## config.mk

```make
export PLATFORM = sky130hd
export DESIGN_NAME = cca_top
export DESIGN_NICKNAME = d
export VERILOG_FILES = /design/src/shared/cca_pkg.sv /design/src/design/cca_top.sv
export VERILOG_INCLUDE_DIRS = /design/src /design/src/shared
export SDC_FILE = /design/constraint.sdc
export NUM_CORES = 1
export LEC_CHECK = 0
export ABC_CLOCK_PERIOD_IN_PS = 4890
export BUFFER_PORTS_ARGS = -buffer_cell sky130_fd_sc_hd__buf_2
export CORE_MARGIN = 2
export CORE_UTILIZATION = 40
export CTS_CLUSTER_SIZE = 40
export DETAILED_ROUTE_END_ITERATION = 7
export GPL_TIMING_DRIVEN = 0
export SYNTH_ARGS = -nofsm -noshare
export SYNTH_HDL_FRONTEND = slang
export SYNTH_SLANG_ARGS = --single-unit
```

## constraint.sdc

```tcl
create_clock -name core_clk -period 4.89 [get_ports core_clk]
set_input_delay 0.2445 -clock core_clk [delete_from_list [all_inputs] [get_ports core_clk]]
set_output_delay 0.2445 -clock core_clk [all_outputs]
set_load 0.005 [all_outputs]
```

## src/shared/cca_defines.svh

```systemverilog
/*
 * Register indices, field positions and reset values of the
 * capture/compare array. Assumes a word-addressed register map where
 * the byte address on the bus is four times the register index.
 */
`ifndef CCA_DEFINES_SVH
`define CCA_DEFINES_SVH

`define CCA_NUM_MODULES   4
`define CCA_IDX_CTRL      8'hd8
`define CCA_IDX_MODE0     8'hda
`define CCA_IDX_CNT_LO    8'he9
`define CCA_IDX_CAPL0     8'hea
`define CCA_IDX_PWM0      8'hf2
`define CCA_IDX_CNT_HI    8'hf9
`define CCA_IDX_CAPH0     8'hfa
`define CCA_CTRL_RUN_BIT  6
`define CCA_RST_BYTE      8'h00
`define CCA_RST_COUNT     16'h0000

`endif

```

## src/shared/cca_pkg.sv

```systemverilog
/*
 * Types of the capture/compare array: mode and PWM configuration
 * bytes and the counter and compare word types.
 * Assumes nothing beyond a SystemVerilog compiler.
 */
package cca_pkg;

    typedef struct packed {
        logic unused7;
        logic comparator_enable;
        logic rising_capture_enable;
        logic falling_capture_enable;
        logic match_enable;
        logic toggle_output_enable;
        logic pwm_output_enable;
        logic module_event_irq_enable;
    } cca_mode_s;

    typedef struct packed {
        logic [1:0] pwm_width_select;
        logic [1:0] reload_extension_bits;
        logic [1:0] compare_extension_bits;
        logic       reload_msb_bit;
        logic       compare_msb_bit;
    } cca_pwm_s;

    typedef logic [15:0] cca_count_t;
    typedef logic [10:0] cca_word_t;

endpackage : cca_pkg

```

## src/design/cca_top.sv

```systemverilog
/*
 * Capture/compare array: one shared 16-bit counter and four modules
 * doing edge capture, software timer, toggle output or 6/7/8/10-bit PWM.
 * Assumes an Avalon-MM master on core_clk and a counter tick enable
 * from the neighbouring clock-source logic on the same clock.
 */
`include "cca_defines.svh"

module cca_top (
    input  wire logic        core_clk,
    input  wire logic        rst_n,
    input  wire logic        count_tick,
    input  wire logic [9:0]  avs_address,
    input  wire logic        avs_read,
    input  wire logic        avs_write,
    input  wire logic [31:0] avs_writedata,
    input  wire logic [3:0]  avs_byteenable,
    output logic      [31:0] avs_readdata,
    output logic             avs_waitrequest,
    input  wire logic [3:0]  module_pin_i,
    output logic      [3:0]  module_pin_o,
    output logic      [3:0]  module_pin_oe_n,
    output logic             irq_req
);

    // ==========================================================
    // functions
    // ==========================================================
    function automatic cca_pkg::cca_word_t cnt_sel(
        input logic [1:0]          sel,
        input cca_pkg::cca_count_t c
    );
        unique case (sel)
            2'b00: cnt_sel = {3'h0, c[7:0]};
            2'b01: cnt_sel = {4'h0, c[6:0]};
            2'b10: cnt_sel = {5'h0, c[5:0]};
            2'b11: cnt_sel = {1'b0, c[9:0]};
        endcase
    endfunction : cnt_sel

    function automatic cca_pkg::cca_word_t act_word(
        input cca_pkg::cca_pwm_s p,
        input logic [7:0]        l
    );
        unique case (p.pwm_width_select)
            2'b00: act_word = {2'h0, p.compare_msb_bit, l};
            2'b01: act_word = {3'h0, p.compare_msb_bit, l[6:0]};
            2'b10: act_word = {4'h0, p.compare_msb_bit, l[5:0]};
            2'b11: act_word = {p.compare_msb_bit,
                               p.compare_extension_bits, l};
        endcase
    endfunction : act_word

    function automatic logic [7:0] reload_mask(input logic [1:0] sel);
        unique case (sel)
            2'b00: reload_mask = 8'hff;
            2'b01: reload_mask = 8'h7f;
            2'b10: reload_mask = 8'h3f;
            2'b11: reload_mask = 8'hff;
        endcase
    endfunction : reload_mask

    // register index of module k within a bank of four
    function automatic logic idx_is(
        input logic [7:0] i,
        input logic [7:0] base,
        input int         k
    );
        idx_is = (i == 8'(int'(base) + k));
    endfunction : idx_is

    // ==========================================================
    // bus decode
    // ==========================================================
    logic                    run_r;
    logic [3:0]              flag_r;
    cca_pkg::cca_count_t     cnt_r;
    logic                    cnt_moved_r;
    cca_pkg::cca_mode_s      mode_r [4];
    cca_pkg::cca_pwm_s       pwm_r  [4];
    logic [7:0]              capl_r [4];
    logic [7:0]              caph_r [4];
    logic [3:0]              pin_s2_r;
    logic [3:0]              pin_s3_r;

    wire logic [7:0] idx     = avs_address[9:2];
    wire logic [7:0] wbyte   = avs_writedata[7:0];
    wire logic       req     = avs_read | avs_write;
    // a write lands only at the edge where waitrequest is seen low
    wire logic       wr_fire = avs_write & ~avs_waitrequest
                               & avs_byteenable[0];
    wire logic       wr_ctrl = wr_fire & (idx == `CCA_IDX_CTRL);
    wire logic       wr_cl   = wr_fire & (idx == `CCA_IDX_CNT_LO);
    wire logic       wr_chi  = wr_fire & (idx == `CCA_IDX_CNT_HI);
    wire logic       tick    = run_r & count_tick;

    logic [3:0] wr_mode;
    logic [3:0] wr_capl;
    logic [3:0] wr_caph;
    logic [3:0] wr_pwm;
    logic [3:0] cap_hit;
    logic [3:0] match_hit;
    logic [3:0] tog_on;
    logic [3:0] pwm_on;
    logic [3:0] pwm_hi;
    logic [3:0] wrap;
    logic [3:0] rise;
    logic [3:0] fall;
    logic [7:0] rd_mod [4];
    logic [3:0] pin_o_nxt;
    logic [3:0] oe_n_nxt;

    // pin synchroniser; first stage feeds only the second
    logic [3:0] pin_s1_full_r;
    // edges count only once all stages hold real pin levels, so
    // the reset value of the stages never shows up as an edge
    logic [2:0] arm_r;
    wire logic  armed = arm_r[2];
    assign rise     = {4{armed}} & pin_s2_r & ~pin_s3_r;
    assign fall     = {4{armed}} & ~pin_s2_r & pin_s3_r;

    // ==========================================================
    // per-module decode
    // ==========================================================
    genvar n;
    generate
        for (n = 0; n < `CCA_NUM_MODULES; n++) begin : g_mod
            wire cca_pkg::cca_mode_s m = mode_r[n];
            wire logic match_on = m.comparator_enable & m.match_enable;
            wire logic sel_mode = idx_is(idx, `CCA_IDX_MODE0, n);
            wire logic sel_capl = idx_is(idx, `CCA_IDX_CAPL0, n);
            wire logic sel_caph = idx_is(idx, `CCA_IDX_CAPH0, n);
            wire logic sel_pwm  = idx_is(idx, `CCA_IDX_PWM0, n);
            assign wr_mode[n] = wr_fire & sel_mode;
            assign wr_capl[n] = wr_fire & sel_capl;
            assign wr_caph[n] = wr_fire & sel_caph;
            assign wr_pwm[n]  = wr_fire & sel_pwm;
            // one module's byte, zero when none of its registers is hit
            assign rd_mod[n] = sel_mode ? {1'b0, m[6:0]}
                             : sel_capl ? capl_r[n]
                             : sel_caph ? caph_r[n]
                             : sel_pwm  ? pwm_r[n]
                             : 8'h00;
            assign cap_hit[n] = (m.rising_capture_enable & rise[n])
                | (m.falling_capture_enable & fall[n]);
            // match only on a fresh counter value
            assign match_hit[n] = match_on & cnt_moved_r
                & (cnt_r == {caph_r[n], capl_r[n]});
            // toggle mode needs all three enables
            assign tog_on[n] = match_on & m.toggle_output_enable;
            // pwm needs pwm and comparator enables
            assign pwm_on[n] = m.comparator_enable & m.pwm_output_enable;
            assign pwm_hi[n] = cnt_sel(pwm_r[n].pwm_width_select, cnt_r)
                >= act_word(pwm_r[n], capl_r[n]);
            // wrap seen as next value zero
            assign wrap[n] = pwm_on[n] & tick
                & (cnt_sel(pwm_r[n].pwm_width_select,
                           16'(cnt_r + 16'h0001)) == 11'h000);
        end
    endgenerate

    // ==========================================================
    // read mux
    // ==========================================================
    // index decodes never overlap, so the sources can be ored
    wire logic [7:0] rd_top =
        (idx == `CCA_IDX_CTRL)   ? {1'b0, run_r, 2'b00, flag_r} :
        (idx == `CCA_IDX_CNT_LO) ? cnt_r[7:0] :
        (idx == `CCA_IDX_CNT_HI) ? cnt_r[15:8] : 8'h00;
    wire logic [7:0] rd_byte = rd_top | rd_mod[0] | rd_mod[1]
                               | rd_mod[2] | rd_mod[3];

    // ==========================================================
    // bus slave: one wait cycle, then the answer
    // ==========================================================
    always_ff @(posedge core_clk) begin
        if (!rst_n) begin
            avs_waitrequest <= 1'b1;
            avs_readdata    <= 32'h0000_0000;
        end else begin
            avs_waitrequest <= ~(req & avs_waitrequest);
            avs_readdata    <= {24'h00_0000, rd_byte};
        end
    end

    // ==========================================================
    // shared counter, control and flags
    // ==========================================================
    // set wins over a software clear; hardware never clears
    wire logic [3:0] flag_nxt = (cap_hit | match_hit)
        | (flag_r & (wr_ctrl ? wbyte[3:0] : 4'hf));
    wire cca_pkg::cca_count_t cnt_nxt =
        wr_cl  ? {cnt_r[15:8], wbyte} :
        wr_chi ? {wbyte, cnt_r[7:0]} :
        tick   ? 16'(cnt_r + 16'h0001) : cnt_r;

    always_ff @(posedge core_clk) begin
        if (!rst_n) begin
            run_r       <= 1'b0;
            flag_r      <= 4'h0;
            cnt_r       <= `CCA_RST_COUNT;
            cnt_moved_r <= 1'b0;
            irq_req     <= 1'b0;
        end else begin
            if (wr_ctrl)
                run_r <= wbyte[`CCA_CTRL_RUN_BIT];
            flag_r      <= flag_nxt;
            cnt_r       <= cnt_nxt;
            cnt_moved_r <= tick | wr_cl | wr_chi;
            // one shared request, gated per module
            irq_req <= |(flag_r & {mode_r[3].module_event_irq_enable,
                                   mode_r[2].module_event_irq_enable,
                                   mode_r[1].module_event_irq_enable,
                                   mode_r[0].module_event_irq_enable});
        end
    end

    // ==========================================================
    // pin sampling
    // ==========================================================
    always_ff @(posedge core_clk) begin
        if (!rst_n) begin
            pin_s1_full_r <= 4'h0;
            pin_s2_r      <= 4'h0;
            pin_s3_r      <= 4'h0;
            arm_r         <= 3'h0;
        end else begin
            arm_r         <= {arm_r[1:0], 1'b1};
            pin_s1_full_r <= module_pin_i;
            pin_s2_r      <= pin_s1_full_r;
            pin_s3_r      <= pin_s2_r;
        end
    end

    // ==========================================================
    // module registers and outputs
    // ==========================================================
    // each module keeps its own configuration
    for (genvar k = 0; k < `CCA_NUM_MODULES; k++) begin : g_reg
        wire logic [1:0] wsel    = pwm_r[k].pwm_width_select;
        wire logic [7:0] rl_mask = reload_mask(wsel);
        // reload only the low bits that the width compares
        wire logic [7:0] capl_rl = (capl_r[k] & ~rl_mask)
                                   | (caph_r[k] & rl_mask);
        // capture beats a reload and a software write
        wire logic [7:0] capl_nxt = cap_hit[k] ? cnt_r[7:0]
                                  : wrap[k]    ? capl_rl
                                  : wr_capl[k] ? wbyte
                                  : capl_r[k];
        wire logic [7:0] caph_nxt = cap_hit[k] ? cnt_r[15:8]
                                  : wr_caph[k] ? wbyte
                                  : caph_r[k];
        wire cca_pkg::cca_pwm_s pwm_wr =
            wr_pwm[k] ? cca_pkg::cca_pwm_s'(wbyte) : pwm_r[k];
        // extension bits only in 10-bit width
        wire logic ext_ld = wrap[k] & (wsel == 2'b11);
        wire cca_pkg::cca_pwm_s pwm_nxt = '{
            pwm_width_select:       pwm_wr.pwm_width_select,
            reload_extension_bits:  pwm_wr.reload_extension_bits,
            compare_extension_bits: ext_ld
                ? pwm_r[k].reload_extension_bits
                : pwm_wr.compare_extension_bits,
            reload_msb_bit:         pwm_wr.reload_msb_bit,
            compare_msb_bit:        wrap[k]
                ? pwm_r[k].reload_msb_bit
                : pwm_wr.compare_msb_bit
        };
        // pwm level first, else toggle on match
        assign pin_o_nxt[k] = pwm_on[k] ? pwm_hi[k]
                            : (tog_on[k] & match_hit[k])
                            ? ~module_pin_o[k] : module_pin_o[k];
        // an idle module leaves its pin undriven
        assign oe_n_nxt[k] = ~(pwm_on[k] | tog_on[k]);

        always_ff @(posedge core_clk) begin
            if (!rst_n) begin
                mode_r[k] <= `CCA_RST_BYTE;
                pwm_r[k]  <= `CCA_RST_BYTE;
                capl_r[k] <= `CCA_RST_BYTE;
                caph_r[k] <= `CCA_RST_BYTE;
            end else begin
                if (wr_mode[k])
                    mode_r[k] <= wbyte;
                pwm_r[k]  <= pwm_nxt;
                capl_r[k] <= capl_nxt;
                caph_r[k] <= caph_nxt;
            end
        end
    end

    // pins are registered together so each output is one flip-flop
    always_ff @(posedge core_clk) begin
        if (!rst_n) begin
            module_pin_o    <= 4'h0;
            module_pin_oe_n <= 4'hf;
        end else begin
            module_pin_o    <= pin_o_nxt;
            module_pin_oe_n <= oe_n_nxt;
        end
    end

endmodule : cca_top

```

# --- Yosys cells after proc, flatten, opt, wreduce, memory -nomap -nowiden ---
# Memory sizes are Yosys's and may differ from the RTL's.
# Cells that the tools add are included.
op_classes:
  mux: 110
  n_mul: 0
  shifts: 0
  magnitude_cmp: 4
  n_reduce_logical: 21
  bitwise_logic: 135
  div_mod_pow: 0
  n_addsub: 1
  eq_ne: 36
op_table:
  columns: ["operator", "n"]
  rows:
  - ["$pmux W11 S4", 12]
  - ["$mux W8", 60]
  - ["$eq A8 B8 Y1 const B", 19]
  - ["$pmux W8 S3", 4]
  - ["$and A1 B1 Y1", 67]
  - ["$and A8 B8 Y8", 8]
  - ["$eq A16 B16 Y1", 4]
  - ["$or A8 B8 Y8", 8]
  - ["$ge A11 B11 Y1", 4]
  - ["$logic_not A11 Y1", 4]
  - ["$mux W16", 2]
  - ["$not A8 Y8", 4]
  - ["$mux W1", 27]
  - ["$or A1 B1 Y1", 27]
  - ["$and A4 B4 Y4", 6]
  - ["$add A16 B1 Y16 const B", 1]
  - ["$eq A2 B2 Y1 const B", 8]
  - ["$reduce_bool A2 Y1", 6]
  - ["$not A1 Y1", 11]
  - ["$eq A2 B1 Y1 const B", 4]
  - ["$logic_not A2 Y1", 4]
  - ["$mux W2", 4]
  - ["$not A4 Y4", 2]
  - ["$or A4 B4 Y4", 2]
  - ["5 further kinds", 9]
word_totals:
  rom_bits: 0
  out_inout_bits: 42
  ram_bits: 128
  latchBits: 0
  regBits: 79
  inputBits: 55
  elab_cells: 330
  n_memories: 4
memory_table:
  columns: ["name", "words", "word_bits", "rd", "rd_clocked_by_memory_dff", "write_ports", "line_no", "source"]
  rows:
  - ["caph_r", 4, 8, 4, 0, 4, "cca_top.sv:82", "logic [7:0] caph_r [4];"]
  - ["capl_r", 4, 8, 4, 0, 4, "cca_top.sv:81", "logic [7:0] capl_r [4];"]
  - ["mode_r", 4, 8, 4, 0, 4, "cca_top.sv:79", "cca_pkg::cca_mode_s mode_r [4];"]
  - ["pwm_r", 4, 8, 4, 0, 4, "cca_top.sv:80", "cca_pkg::cca_pwm_s pwm_r [4];"]

# --- Longest topological paths before layout ---
# An unclocked memory read counts as a cell.
logic_depth:
  depth_word: 10
  ltp_mapped: 11
  ltp_nobuf: 11

# --- Least setup slack after synthesis ---
# No wires, ideal clock.
synth_path:
  path_type: "register to register"
  from: "reg cnt_r[1]"
  to: "reg (tool-made name)"
  stages_incl_launch_ff: 10
  t_arrival_ps: 2504
  setup_slack_ps: 2254
  setup_time_ps: 133
  path_cell_list: "dfxtp_1 ha_1 buf_2 nand2_1 nor3_4 o2111ai_4 or2_4 or4_4 a221oi_1 o32ai_1"
synth_rtl:
  columns: ["element", "line_no", "source"]
  rows:
  - ["from (decl)", "cca_top.sv:77", "cca_pkg::cca_count_t cnt_r;"]
  - ["from (signal assigned)", "cca_top.sv:201", "cnt_r <= `CCA_RST_COUNT;"]
  - ["from (signal assigned)", "cca_top.sv:208", "cnt_r <= cnt_nxt;"]

==> results.toml <==
[worst_setup_path]
critPathCaptureType = "flip-flop"
slowest_stage = "sky130_fd_sc_hd__dfxtp_1"
crit_required_ns = 5.27
timing_worst_setup_path_type = "reg2reg"
worstPathMaxFanout = 10
cp_slowest_stage_delay_ns = 0.81
cp_top_family = "simple AND/OR/NAND/NOR gates"
path_buf_inv = 1
critPathArrivalTime_ns = 4.88
critical_path.startpoint_type = "flip-flop"
timing.critical_path.cells = "buf_2 > nand4_1 > nor2_1 > a41oi_1 > and3b_1 > nor4_2 > o21ai_0 > o32ai_1"

[placed_design]
placement.io_buffers = 34
routabilityCongestion = 1.03
post-place-ws_ns = 0.740
detailed_place_hpwl_mm = 41.8

[global_route]
grt_max_degree = 20
gr-usage-all-layers_pct = 36.7
global_route_congestion_overflow_total = 0
grt_pass1_wl_mm = 80.9
antenna_found_initial = 1
first_global_vias = 11613

[floorplan]
chipHeight_um = 176
initial_cell_density_of_the_core_pct = 40.9
die-area_sq_um = 31000
core_sq_um = 28900
num_io_pins = 97
core.rowCount = 62
die_w_um = 176

[cts]
clock_insertion_delay_worst_skew_ns = 0.47
clock_sinks = 179
cts-resized-gates = 0
clkTransAtPathRegs_ns = 0.09
tritoncts = "built"
cts-buffers-inserted = 17
cts-htree-levels = 4
clock_tree.root_cell = "sky130_fd_sc_hd__clkbuf_16"
cts_max_path_buffers = 2

[drt]
ant_nets = 0
wl_per_cell_um = 30.0
drt-pass1-iter-count = 5
drt_iter0_markers = 1888
postRouteWirelength_mm = 56.8
drc = 0
vias_per_cell = 6.50
num_vias = 12300

[timing]
timing.clock.skew_ns = 0.0149
worst_slew_margin_rel_pct = -2.00
final-setup-viol-count = 0
max_slew.worst_pin.slew_ns = 1.52
post-route-min-period_ns = 4.50
max_freq_mhz = 222
finalHoldViolations = 0
grt_setup_unrepaired = "no"
maxSlewViolCount = 11
timing.final.ws_setup_ns = 0.390
totalNegativeSetupSlack_ns = 0
tcrit_tclk_final_pct = 92.0

[synthesis]
synthesis.area_per_instance_sq_um = 8.38
muxShareOfSynthArea_pct = 6.51
synth_simple_gate_area_share_pct = 21.9
ys_types = 82
synthCells = 1411
synth_async_reset_ratio_pct = 0
synth-compound-area-share_pct = 22.6
synthFlopType = "sky130_fd_sc_hd__dfxtp_1"
yosys_warnings = 0
synth-edff-count = 28
synth.ff_latch_count = 179
synth_top_family_by_area = "compound AO/OA/AOI/OAI gates"
synth-adder-area-share_pct = 6.24
netlist_area_sq_um = 11800
yosysSeqAreaShare_pct = 32.7
share_of_the_synthesized_netlist_area_taken_by_xor_and_xnor_gates_pct = 3.92

[flow_run]
drv_cap = 1

[cells_and_area]
layout_commonest_cell = "sky130_fd_sc_hd__nor2_1"
syn2layout_area_growth_pct = 11.9
commonest_non_fill_non_tap_cells_in_the_layout = "sky130_fd_sc_hd__nor2_1, sky130_fd_sc_hd__dfxtp_1, sky130_fd_sc_hd__nand2_1"
final_net_count = 1608
final_layout_size_suffix_gt1_share_pct = 9.42

[worst_hold_path]
holdCritPathClass = "in2reg"

[outcome]
status = "finished with violations"
failed_checks = "max-capacitance violations, max-slew violations"

[power_and_ir_drop]
leakage_power_total_uw = 0.00509
p_per_area_nw_per_um2 = 241
vdd_ir_drop_max_mv = 0.245
cells in the mapped netlist, types with 7 or more instances:
master | number | share of area, %
sky130_fd_sc_hd__a211oi_1 | 43 | 2.7
sky130_fd_sc_hd__a21o_1 | 19 | 1.2
sky130_fd_sc_hd__a21oi_1 | 53 | 2.2
sky130_fd_sc_hd__a221oi_1 | 13 | 0.96
sky130_fd_sc_hd__a22o_1 | 19 | 1.4
sky130_fd_sc_hd__a22oi_1 | 38 | 2.4
sky130_fd_sc_hd__a31oi_1 | 34 | 1.8
sky130_fd_sc_hd__a41oi_1 | 8 | 0.59
sky130_fd_sc_hd__and2_1 | 60 | 3.2
sky130_fd_sc_hd__and3_1 | 11 | 0.58
sky130_fd_sc_hd__buf_1 | 7 | 0.22
sky130_fd_sc_hd__buf_4 | 27 | 1.7
sky130_fd_sc_hd__clkbuf_1 | 77 | 2.4
sky130_fd_sc_hd__dfxtp_1 | 151 | 26
sky130_fd_sc_hd__edfxtp_1 | 28 | 7.1
sky130_fd_sc_hd__ha_1 | 59 | 6.2
sky130_fd_sc_hd__inv_1 | 38 | 1.2
sky130_fd_sc_hd__mux2_2 | 7 | 0.67
sky130_fd_sc_hd__mux2i_1 | 69 | 5.8
sky130_fd_sc_hd__nand2_1 | 115 | 3.6
sky130_fd_sc_hd__nand2b_1 | 13 | 0.69
sky130_fd_sc_hd__nand3_1 | 46 | 1.9
sky130_fd_sc_hd__nand3b_1 | 7 | 0.44
sky130_fd_sc_hd__nand4_1 | 22 | 1.2
sky130_fd_sc_hd__nor2_1 | 154 | 4.9
sky130_fd_sc_hd__nor2b_1 | 8 | 0.42
sky130_fd_sc_hd__nor3_1 | 19 | 0.80
sky130_fd_sc_hd__nor4_1 | 12 | 0.63
sky130_fd_sc_hd__o211ai_1 | 7 | 0.44
sky130_fd_sc_hd__o21a_1 | 12 | 0.76
sky130_fd_sc_hd__o21ai_0 | 62 | 2.6
sky130_fd_sc_hd__o32ai_1 | 8 | 0.59
sky130_fd_sc_hd__xnor2_1 | 12 | 0.89
sky130_fd_sc_hd__xor2_1 | 41 | 3.0
layout make-up:
cell class,instances,area (sq um)
antenna,2,5.00
buffer,120,576
clock buffer,19,454
clock inverter,13,138
fill,2887,15700
inverter,38,143
multi-input combinational,1097,7340
sequential,179,3860
tap,384,480
timing repair buffer,41,238
timing repair:
action,in CTS,in global routing
hold buffers,6,0
endpoints found under the hold margin,6,0
buffers inserted,0,0
worst reg2reg max path: stages (launching register included):
cell and delay (ns):
sky130_fd_sc_hd__dfxtp_1 0.81, sky130_fd_sc_hd__buf_2 0.43, sky130_fd_sc_hd__nand4_1 0.22, sky130_fd_sc_hd__nor2_1 0.41, sky130_fd_sc_hd__a41oi_1 0.68, sky130_fd_sc_hd__and3b_1 0.53, sky130_fd_sc_hd__nor4_2 0.73, sky130_fd_sc_hd__o21ai_0 0.28
sky130_fd_sc_hd__o32ai_1 0.31
report_power, final:
part           switching, uW  internal [uW]  total [uW]
sequential              22.6           1510        1530
combinational            160           59.4         219
clock                    724            711        1440
logic make-up (layout without fill, tap and decap cells):
| logic type | after synthesis | in the layout |
|---|---|---|
| and+or+nand+nor | 512 | 512 |
| other | 1 | 26 |
| AOI/OAI and AO/OA | 373 | 373 |
| xor gates and xnor gates | 53 | 53 |
| adders and majority gates | 59 | 59 |
| DFF | 179 | 179 |
| buffers and inverters | 158 | 231 |
| muxes | 76 | 76 |
worst paths after layout:
check             slack [ns]         endpoint  cells after the start        startpoint
hold / removal          0.01  avs_waitrequest                      2         avs_write
setup reg to reg        0.39        flip-flop                      8          cnt_r[4]
hold reg to reg         0.44      pin_s2_r[1]                      1  pin_s1_full_r[1]
setup / recovery        0.39        flip-flop                      8          cnt_r[4]
through the flow:
stage	utilization, %	instance area (sq um)	power [uW]	std cells	hold slack, ns
after floorplan	-	11900	1670	1434	0.272
after global placement	43.4	12600	1770	1852	0.415
after detailed placement	43.5	12600	1770	1853	0.418
after CTS	45.7	13200	3170	1891	0.00544
after global routing	45.7	13200	3250	1891	0.0342
final	45.7	13200	3190	1893	0.0120
routing by layer:
metal | GRT usage (%) | part of all wire (%)
met1 | 48.3 | 40
met2 | 54.5 | 42
met3 | 9.75 | 12
met4 | 20.2 | 6.1
met5 | 0 | 0
registers in the layout, indices dropped and copies added (netlist names), named ones only:
register	flops
caph_r	32
pwm_r	32
mode_r	28
capl_r	24
cnt_r	16
avs_readdata	8
flag_r	4
module_pin_o	4
module_pin_oe_n	4
pin_s1_full_r	4
pin_s2_r	4
pin_s3_r	4
arm_r	3
avs_waitrequest	1
cnt_moved_r	1
irq_req	1
run_r	1
Note: power is estimated with default switching activity, not from simulation.
